<file path="src/verilog/dio_consts.vh">
/*
 Constants for the rear-panel digital I/O pin block: register offsets,
 pin function codes, field positions, reset values and timing figures.
 Assumes a 25 MHz system clock unless the module parameter says otherwise.
*/
`ifndef DIO_CONSTS_VH
`define DIO_CONSTS_VH

// Register byte offsets on the APB slave
`define DIO_OFF_FUNC_LO 12'h000
`define DIO_OFF_FUNC_HI 12'h004
`define DIO_OFF_POL 12'h008
`define DIO_OFF_OUT 12'h00c
`define DIO_OFF_IN 12'h010
`define DIO_OFF_CTRL 12'h014
`define DIO_OFF_STAT 12'h018
`define DIO_OFF_TRIG 12'h01c

// Pin function codes, three bits per pin
`define DIO_FN_GPIO 3'h0
`define DIO_FN_INPUT 3'h1
`define DIO_FN_TRIG_IN 3'h2
`define DIO_FN_TRIG_OUT 3'h3
`define DIO_FN_FAULT 3'h4
`define DIO_FN_INHIBIT 3'h5
`define DIO_FN_INTERLOCK 3'h6
`define DIO_FN_HV_STAT 3'h7

// Pin count and field layout
`define DIO_NPINS 7
`define DIO_FN_W 3
`define DIO_FUNC_RST 21'h180000
`define DIO_PIN_FAULT 0
`define DIO_PIN_COMMON 1
`define DIO_PIN_INHIBIT 2
`define DIO_PIN_ILOCK 6

// Control bits
`define DIO_CTRL_CLEAR 0
`define DIO_CTRL_ILOCK_EN 1

// Trigger flag register: too-short flags start at this bit
`define DIO_TRIG_SHORT_LSB 8

// Timing figures in nanoseconds
`define DIO_TRIG_PULSE_NS 10000
`define DIO_LATENCY_NS 5000
`define DIO_MIN_POS_NS 4000
`define DIO_MIN_NEG_NS 10000

`endif

</file>
<file path="src/verilog/dio_pins.v">
/*
 Rear-panel digital I/O pin block: seven configurable pins with polarity,
 trigger in/out, latched fault output, inhibit, interlock and high-voltage
 status, configured over an APB slave.
 Assumes pin inputs are asynchronous, channel status inputs share i_mclk.
*/
// Behaviour
// - Pins 1-7 each configurable GPIO with polarity
// - Pin n maps to data bit n-1
// - Input pin ignores output data, undriven
// - Status shows true external pin level
// - Trigger pins; positive rising, negative falling
// - Trigger input fires only on selected edge
// - Trigger event within 5 us
// - Trigger output gives one 10 us pulse
// - Trigger output pulse sense follows polarity
// - Fault output only pin 1, pin 2 common
// - Any channel fault asserts fault output
// - Fault holds until gone and software clears
// - Pin 2 output functions ignored while fault on
// - Inhibit only pin 3; shuts outputs, protects
// - Inhibit level-sensitive, polarity, within 5 us
// - Interlock only pin 7, default after reset
// - Interlock ignores pin 7 polarity
// - Interlock enabled, not configured: treat open
// - HV status when any channel on above 42 V
`timescale 1ns/1ns
`include "dio_consts.vh"
module dio_pins #(
   parameter CLK_HZ = 25000000,
   parameter NCHAN = 4
) (
   // Clock and reset
   input wire i_mclk,
   input wire i_rst_n,
   // APB slave
   input wire i_psel,
   input wire i_penable,
   input wire i_pwrite,
   input wire [11:0] i_paddr,
   input wire [31:0] i_pwdata,
   output reg [31:0] o_prdata,
   output reg o_pready,
   output reg o_pslverr,
   // Terminal pins 1..7 as bit 0..6
   input wire [6:0] i_pin,
   output reg [6:0] o_pin,
   output reg [6:0] o_pin_oe,
   // Channel side
   input wire [NCHAN-1:0] i_chan_fault,
   input wire [NCHAN-1:0] i_chan_on,
   input wire [NCHAN-1:0] i_chan_hv,
   input wire i_trig_out_evt,
   output reg o_trig_in_evt,
   output reg o_outputs_off,
   output reg o_protect,
   output reg o_interlock_open
);

////////////////////////////////////////////////////////////////////////////////
// Cycle counts derived from the clock rate
// Latency is a longest time, rounded down; widths are least times, rounded up
localparam integer TRIG_CYC = (`DIO_TRIG_PULSE_NS * (CLK_HZ / 1000) + 999999) / 1000000;
localparam integer LAT_CYC = (`DIO_LATENCY_NS * (CLK_HZ / 1000)) / 1000000;
localparam integer POS_CYC = (`DIO_MIN_POS_NS * (CLK_HZ / 1000) + 999999) / 1000000;
localparam integer NEG_CYC = (`DIO_MIN_NEG_NS * (CLK_HZ / 1000) + 999999) / 1000000;

// Function code of one pin from the packed function word
function [2:0] fn_of;
   input [20:0] word;
   input integer idx;
   begin
      fn_of = word[idx*`DIO_FN_W +: `DIO_FN_W];
   end
endfunction

////////////////////////////////////////////////////////////////////////////////
// Registers
reg [20:0] func;          // Function code per pin
reg [6:0] pol;            // 1 = negative polarity per pin
reg [6:0] out_data;       // Output data, pin n at bit n-1
reg ilock_en;             // Mainframe interlock function enable
reg fault_latch;          // Latched fault output state
reg [6:0] sync1;          // First synchroniser stage
reg [6:0] sync2;          // Second synchroniser stage
reg [6:0] prev;           // Previous synchronised level
reg [6:0] trig_seen;      // Sticky trigger-in events for software
reg [6:0] short_seen;     // Sticky too-short pulse flags
reg [15:0] width_cnt [0:6]; // Level run length per pin
reg sw_clear;             // One-cycle protection clear pulse

// Combinational helpers
// Decode in the first access cycle; a write lands as the transfer completes
wire apb_acc = i_psel && i_penable && !o_pready;
wire apb_wr = i_psel && i_penable && i_pwrite && o_pready;
wire any_fault = |i_chan_fault;
wire [6:0] trig_act;
wire fault_mode = (fn_of(func, `DIO_PIN_FAULT) == `DIO_FN_FAULT);
wire inh_mode = (fn_of(func, `DIO_PIN_INHIBIT) == `DIO_FN_INHIBIT);
wire ilock_mode = (fn_of(func, `DIO_PIN_ILOCK) == `DIO_FN_INTERLOCK);
wire hv_active = |(i_chan_on & i_chan_hv);
// Logical pin levels after polarity
wire [6:0] logic_in = sync2 ^ pol;
// Inhibit active level, polarity applied
wire inh_level = logic_in[`DIO_PIN_INHIBIT];
reg [6:0] edge_hit;
reg [6:0] next_pin;
reg [6:0] next_oe;
// Separate loop indices, so no two processes share a variable
integer k;
integer ke;
integer kw;

////////////////////////////////////////////////////////////////////////////////
// Trigger output pulse generators, one per pin
genvar g;
generate
   for (g = 0; g < 7; g = g + 1) begin : tg
      dio_pulse_gen #(
         .CYCLES(TRIG_CYC)
      ) u_pulse (
         .i_mclk(i_mclk),
         .i_rst_n(i_rst_n),
         .i_start(i_trig_out_evt && fn_of(func, g) == `DIO_FN_TRIG_OUT),
         .o_active(trig_act[g])
      );
   end
endgenerate

////////////////////////////////////////////////////////////////////////////////
// Two-stage synchroniser for the pin inputs
always @(posedge i_mclk or negedge i_rst_n) begin
   if (!i_rst_n) begin
      sync1 <= 7'h00;
      sync2 <= 7'h00;
      prev <= 7'h00;
   end else begin
      sync1 <= i_pin;
      sync2 <= sync1;
      prev <= sync2;
   end
end

////////////////////////////////////////////////////////////////////////////////
// Selected trigger edge per pin: rising when positive, falling when negative
always @* begin
   for (ke = 0; ke < 7; ke = ke + 1) begin
      edge_hit[ke] = (fn_of(func, ke) == `DIO_FN_TRIG_IN) &&
                     (pol[ke] ? (prev[ke] && !sync2[ke]) : (!prev[ke] && sync2[ke]));
   end
end

////////////////////////////////////////////////////////////////////////////////
// Run-length counters check the external pulse width before each edge
always @(posedge i_mclk or negedge i_rst_n) begin
   if (!i_rst_n) begin
      for (kw = 0; kw < 7; kw = kw + 1) begin
         width_cnt[kw] <= 16'h0000;
      end
      short_seen <= 7'h00;
   end else begin
      for (kw = 0; kw < 7; kw = kw + 1) begin
         // Software clear first, so a flag raised in the same cycle wins
         if (apb_wr && i_paddr == `DIO_OFF_TRIG && i_pwdata[`DIO_TRIG_SHORT_LSB + kw]) begin
            short_seen[kw] <= 1'b0;
         end
         if (prev[kw] != sync2[kw]) begin
            // The new level has already stood for one cycle
            width_cnt[kw] <= 16'h0001;
            // Pulse that just ended was shorter than its minimum
            if (fn_of(func, kw) == `DIO_FN_TRIG_IN &&
                ((prev[kw] && width_cnt[kw] < POS_CYC[15:0]) ||
                 (!prev[kw] && width_cnt[kw] < NEG_CYC[15:0]))) begin
               short_seen[kw] <= 1'b1;
            end
         end else if (width_cnt[kw] != 16'hffff) begin
            width_cnt[kw] <= width_cnt[kw] + 16'h0001;
         end
      end
   end
end

////////////////////////////////////////////////////////////////////////////////
// Pin drive: per-function output level and enable
always @* begin
   for (k = 0; k < 7; k = k + 1) begin
      next_pin[k] = 1'b0;
      next_oe[k] = 1'b0;
      case (fn_of(func, k))
         `DIO_FN_GPIO: begin
            next_pin[k] = out_data[k] ^ pol[k];
            next_oe[k] = 1'b1;
         end
         `DIO_FN_TRIG_OUT: begin
            next_pin[k] = trig_act[k] ^ pol[k];
            next_oe[k] = 1'b1;
         end
         `DIO_FN_FAULT: begin
            // Only pin 1 may drive a fault
            if (k == `DIO_PIN_FAULT) begin
               next_pin[k] = fault_latch ^ pol[k];
               next_oe[k] = 1'b1;
            end
         end
         `DIO_FN_HV_STAT: begin
            next_pin[k] = hv_active ^ pol[k];
            next_oe[k] = 1'b1;
         end
         default: begin
            // Input-type functions never drive the pin
            next_pin[k] = 1'b0;
            next_oe[k] = 1'b0;
         end
      endcase
   end
   // Pin 2 is the isolated common while pin 1 carries the fault
   if (fault_mode) begin
      next_pin[`DIO_PIN_COMMON] = 1'b0;
      next_oe[`DIO_PIN_COMMON] = 1'b0;
   end
end

////////////////////////////////////////////////////////////////////////////////
// Registered pin drive
always @(posedge i_mclk or negedge i_rst_n) begin
   if (!i_rst_n) begin
      o_pin <= 7'h00;
      o_pin_oe <= 7'h00;
   end else begin
      o_pin <= next_pin;
      o_pin_oe <= next_oe;
   end
end

////////////////////////////////////////////////////////////////////////////////
// Trigger event, inhibit, interlock and fault latch
always @(posedge i_mclk or negedge i_rst_n) begin
   if (!i_rst_n) begin
      o_trig_in_evt <= 1'b0;
      trig_seen <= 7'h00;
      o_outputs_off <= 1'b0;
      o_protect <= 1'b0;
      o_interlock_open <= 1'b0;
      fault_latch <= 1'b0;
   end else begin
      // Three cycles from pin to event, far inside LAT_CYC
      o_trig_in_evt <= |edge_hit;
      // Sticky capture, a new edge wins over a software clear
      if (apb_wr && i_paddr == `DIO_OFF_TRIG) begin
         trig_seen <= (trig_seen & ~i_pwdata[6:0]) | edge_hit;
      end else begin
         trig_seen <= trig_seen | edge_hit;
      end
      // Inhibit only on pin 3, level-sensitive
      o_outputs_off <= inh_mode && inh_level;
      // Interlock reads raw level, no polarity; unconfigured means open
      if (ilock_en) begin
         o_interlock_open <= ilock_mode ? !sync2[`DIO_PIN_ILOCK] : 1'b1;
      end else begin
         o_interlock_open <= 1'b0;
      end
      // Fault latch sets on any channel fault; both conditions release it
      if (any_fault) begin
         fault_latch <= 1'b1;
      end else if (sw_clear) begin
         fault_latch <= 1'b0;
      end
      // Protection state follows fault or inhibit, cleared by software
      if (any_fault || (inh_mode && inh_level)) begin
         o_protect <= 1'b1;
      end else if (sw_clear) begin
         o_protect <= 1'b0;
      end
   end
end

////////////////////////////////////////////////////////////////////////////////
// APB register writes
always @(posedge i_mclk or negedge i_rst_n) begin
   if (!i_rst_n) begin
      func <= `DIO_FUNC_RST;
      pol <= 7'h00;
      out_data <= 7'h00;
      ilock_en <= 1'b0;
      sw_clear <= 1'b0;
   end else begin
      sw_clear <= 1'b0;
      if (apb_wr) begin
         case (i_paddr)
            `DIO_OFF_FUNC_LO: begin
               func[11:0] <= i_pwdata[11:0];
            end
            `DIO_OFF_FUNC_HI: begin
               func[20:12] <= i_pwdata[8:0];
            end
            `DIO_OFF_POL: begin
               pol <= i_pwdata[6:0];
            end
            `DIO_OFF_OUT: begin
               out_data <= i_pwdata[6:0];
            end
            `DIO_OFF_CTRL: begin
               sw_clear <= i_pwdata[`DIO_CTRL_CLEAR];
               ilock_en <= i_pwdata[`DIO_CTRL_ILOCK_EN];
            end
            default: begin
               sw_clear <= 1'b0;
            end
         endcase
      end
   end
end

////////////////////////////////////////////////////////////////////////////////
// APB reads and handshake: one wait state, answer in the second access cycle
always @(posedge i_mclk or negedge i_rst_n) begin
   if (!i_rst_n) begin
      o_prdata <= 32'h00000000;
      o_pready <= 1'b0;
      o_pslverr <= 1'b0;
   end else begin
      o_pready <= i_psel && i_penable && !o_pready;
      o_pslverr <= 1'b0;
      o_prdata <= 32'h00000000;
      if (apb_acc) begin
         case (i_paddr)
            `DIO_OFF_FUNC_LO: o_prdata <= {20'h00000, func[11:0]};
            `DIO_OFF_FUNC_HI: o_prdata <= {23'h000000, func[20:12]};
            `DIO_OFF_POL: o_prdata <= {25'h0000000, pol};
            `DIO_OFF_OUT: o_prdata <= {25'h0000000, out_data};
            // True pin level, no polarity applied
            `DIO_OFF_IN: o_prdata <= {25'h0000000, sync2};
            `DIO_OFF_CTRL: o_prdata <= {30'h00000000, ilock_en, 1'b0};
            `DIO_OFF_STAT: o_prdata <= {27'h0000000, hv_active, o_interlock_open,
                                        o_outputs_off, o_protect, fault_latch};
            `DIO_OFF_TRIG: o_prdata <= {17'h00000, short_seen, 1'b0, trig_seen};
            default: o_pslverr <= 1'b1;
         endcase
      end
   end
end

endmodule

</file>
<file path="src/verilog/dio_pulse_gen.v">
/*
 Trigger output pulse stretcher: each start pulse gives one active pulse of
 a fixed number of clock cycles. Start pulses during a pulse are ignored.
 Assumes the start input comes from the same clock domain.
*/
`timescale 1ns/1ns
module dio_pulse_gen #(
   parameter CYCLES = 250
) (
   // Clock and reset
   input wire i_mclk,
   input wire i_rst_n,
   // Request and pulse
   input wire i_start,
   output reg o_active
);

// Down counter for the pulse width
reg [15:0] count;

////////////////////////////////////////////////////////////////////////////////
// Count the pulse width down from CYCLES - 1 to zero
always @(posedge i_mclk or negedge i_rst_n) begin
   if (!i_rst_n) begin
      count <= 16'h0000;
      o_active <= 1'b0;
   end else if (i_start && !o_active) begin
      // Start a fresh pulse
      count <= CYCLES[15:0] - 16'h0001;
      o_active <= 1'b1;
   end else if (o_active) begin
      // Run down, release at zero
      if (count == 16'h0000) begin
         o_active <= 1'b0;
      end else begin
         count <= count - 16'h0001;
      end
   end
end

endmodule
</file>
<file path="config.mk">
export PLATFORM = sky130hd
export DESIGN_NAME = dio_pins
export DESIGN_NICKNAME = d
export VERILOG_FILES = /design/src/verilog/dio_pins.v /design/src/verilog/dio_pulse_gen.v
export VERILOG_INCLUDE_DIRS = /design/src /design/src/verilog
export SDC_FILE = /design/constraint.sdc
export NUM_CORES = 1
export LEC_CHECK = 0
export BUFFER_PORTS_ARGS = -buffer_cell sky130_fd_sc_hd__buf_2
export CAP_MARGIN = 15
export CORE_AREA = 10 10 199 276
export CTS_BUF_LIST = sky130_fd_sc_hd__clkbuf_8
export DETAILED_ROUTE_END_ITERATION = 6
export DIE_AREA = 0 0 209 286
export PLACE_DENSITY = 0.58
export SLEW_MARGIN = 20
export SYNTH_ARGS = -nofsm -noshare
export SYNTH_HDL_FRONTEND = slang
export SYNTH_SLANG_ARGS = --single-unit
</file>
<file path="constraint.sdc">
create_clock -name i_mclk -period 2.52 [get_ports i_mclk]
set_input_delay 0.504 -clock i_mclk [delete_from_list [all_inputs] [get_ports i_mclk]]
set_output_delay 0.504 -clock i_mclk [all_outputs]
set_load 0.005 [all_outputs]
</file>
==> out/qor.yml <==
status:
  status: "finished, final reports clean"
power:
  p_per_area_nw_per_um2: 575
  p_leak_nw: 8.49
  peakVddDrop_mv: 0.336
global_route:
  grt_pass1_vias: 13901
  grt_use_total_pct: 14.3
  grt_first_pass_wirelength_um: 72000
  grt_max_degree: 76
  grt_overflow: 0
  antenna_found_initial: 7
finish:
  syn_to_final_growth_pct: 15.5
  nFillCells: 4916
  final_core_util_pct: 39.9
  final_nets: 2016
  drive_above_1_share_pct: 14.5
sta:
  fin_crit_ns: 2.47
  setup_viol: 0
  period_share_pct: 98.0
  relSlewSlack_pct: 48.6
  slew_viol_final: 0
  worst_slack_ns: 0.0510
  holdWs_ns: 0.187
  fmax_mhz: 405
  clock_skew_ns: 0.0165
  hold_viol: 0
  worst_pin_slew_ns: 0.763
setup_path:
  critPathMaxFanout: 3
  path_class: "reg2reg"
  cp_common_cell: "or4_4"
  rrSetupSlack_ns: 0.05
  r2r-end: "tg[2].u_pulse.count[13]"
  crit_chain: "or4_4 -> or4_4 -> or4b_4 -> or3_1 -> a21oi_1"
  critical_path.startpoint: "tg[2].u_pulse.count[4]"
  critPathRequiredTime_ns: 3.05
  critPathSlowestCell: "or4_4"
  slowest_delay_ns: 0.54
  startpoint_type: "flop"
  cp.arrival_ns: 2.99
  crit_buf_inv: 0
  worstRegToRegCells: 5
  r2r-start: "tg[2].u_pulse.count[4]"
  endpoint_kind: "flop"
  path_delay_family: "simple AND/OR/NAND/NOR gates"
drt:
  drcViolationCount: 0
  drt-initial-drc-count: 737
  routed_wl_um: 43900
  vias_per_cell: 5.29
  vias: 13764
  drtAntennaViolNets: 0
  dr.pass1.iters: 5
  wl_per_cell_um: 16.9
yosys:
  syn-cell-area_um2: 17200
  synth.yosys.seq_area_share_pct: 49.4
  synthTopCellsByArea: "dfrtp_1, nor2_1, xnor2_1"
  async_flop_share_pct: 100
  yosys_most_used_dff: "dfrtp_1"
  synth.most_common_cell: "dfrtp_1"
  netlist_instances: 1762
  synth.largest_area_cell: "dfrtp_1"
  ys_types: 75
  ys_ff_latch: 339
  synth_edf_count: 0
  syn_avg_cell_area_um2: 9.76
  synth_top_area_share_pct: 49.0
  synthTopCellsByCount: "dfrtp_1, nor2_1, nand2_1"
  synth_warnings: 0
placement:
  preCtsSetupSlack_ns: -0.0623
  dpl.hpwl_um: 32000
  routabilityCongestion: 0.895
  portBuffers: 86
floorplan:
  dieArea_um2: 59800
  dieHeight_um: 286
  core_area_um2: 49800
  io_pins: 121
  rows: 97
  die_w_um: 209
  start_util_pct: 34.6
worst_hold_path:
  hp-start: "i_pwdata[9]"
  hold_depth: 2
  hold_class: "in2reg"
  holdPathEnd: "func[9]"
cts:
  cts_root_buf: "clkbuf_8"
  clk_pin_slew_ns: 0.06
  clockBufferDepth: 3
  cts.sinks: 339
  htreeDepth: 2
  clkLatencyLatePin_ns: 0.60
  numCtsBuffers: 53
  cts_tree: "yes"
flow_run:
  maxCapViolations: 0
layout by cell type, fill, tap and decap left out, types with 8 or more instances in the layout:
cell and count:
dfrtp_1 337, nor2_1 198, nand2_1 162, nand3_1 86
buf_2 85, inv_1 74, xnor2_1 71, o21ai_0 70
clkbuf_8 66, nor3_1 63, a21oi_1 63, nor4_1 51
buf_4 47, mux2i_1 45, mux2_2 42, nand4_1 41
xor2_1 37, ha_1 35, or3_1 32, and3_1 25
and2_1 23, or4_1 20, a31oi_1 20, conb_1 17
o211ai_1 16, o31ai_1 15, and4_1 14, a211oi_1 13
a22oi_1 12, a21o_1 11, nand2b_1 10, nor2b_1 9
nor3b_1 8, dlygate4sd3_1 8
worst max-delay path by stage:
stage / endpoint / slack [ns] / cells past startpoint
CTS: tg[2].u_pulse.count[13] / 0.03 / 5
floorplan: func[10] / -0.02 / 5
detailed placement: func[10] / -0.06 / 6
global route: tg[2].u_pulse.count[13] / -0.0009 / 5
finish: tg[2].u_pulse.count[13] / 0.05 / 5
global placement: func[2] / -0.04 / 6
flip-flops by register name (all words and copies together) (netlist names), 7 cells and up:
name                 count
sync1                    7
prev                     7
tg.u_pulse.o_active      7
out_data                 7
func                    21
short_seen               7
trig_seen                7
o_pin_oe                 7
width_cnt              112
sync2                    7
o_pin                    7
o_prdata                15
pol                      7
tg.u_pulse.count       112
logic make-up (layout without fill, tap and decap cells):
| family | Yosys count | in the layout | share of synthesized area (%) |
|---|---|---|---|
| AO/OA/AOI/OAI | 284 | 284 | 10.9 |
| adder cells (fa/ha/maj) | 35 | 35 | 2.55 |
| buffers and inverters | 122 | 297 | 3.04 |
| other | 1 | 23 | 0.0218 |
| AND/OR/NAND/NOR | 786 | 786 | 23.3 |
| multiplexers | 87 | 87 | 5.37 |
| flip-flops | 339 | 339 | 49.4 |
| XOR/XNOR | 108 | 108 | 5.50 |
power breakdown:
part           switching [W]  internal, W
Combinational       0.000480     0.000306
Clock                0.00221      0.00255
Sequential          0.000239      0.00563
repair_timing:
action                                 4_1_cts  5_1_grt
endpoints found under the hold margin       51        0
buffers inserted                             0        1
resized for setup                            0        1
setup endpoints to repair                    0        1
hold buffers                                 8        0
worst reg2reg max path, stage by stage (launching register included):
cell and delay, ns:
dfrtp_1 0.38, or4_4 0.54, or4_4 0.49, or4b_4 0.53, or3_1 0.31, a21oi_1 0.14
layout make-up:
| type | instances | area (um2) | share of cell area [%] |
|---|---|---|---|
| Inverter | 54 | 203 | 1.02 |
| Clock inverter | 30 | 176 | 0.888 |
| Sequential cell | 339 | 8490 | 42.7 |
| Tap cell | 643 | 805 | 4.05 |
| Antenna cell | 6 | 15.0 | 0.0756 |
| Multi-Input combinational cell | 1317 | 8280 | 41.7 |
| Timing Repair Buffer | 147 | 993 | 5.00 |
| Clock buffer | 66 | 908 | 4.57 |
routing by layer:
metal	part of all wire (%)	up-vias	track usage (%)	wire, um
li1	-	6661	-	-
met1	43	6755	17.1	18800
met2	50	274	25.0	21900
met3	4.2	72	2.45	1840
met4	2.8	2	5.75	1220
met5	0.046	-	0	20
through the flow:
step / std cells / area (um2) / total power, W / TNS (ns)
after global routing: 2602 / 19900 / 0.0120 / -0.000864
after CTS: 2595 / 19800 / 0.0116 / 0
after global placement: 2491 / 18700 / 0.00673 / -0.356
after detailed placement: 2491 / 18700 / 0.00676 / -0.552
after floorplan: 1778 / 17300 / 0.00639 / -0.0954
final: 2602 / 19900 / 0.0114 / 0
No activity file was read; power rests on OpenSTA's default activity.
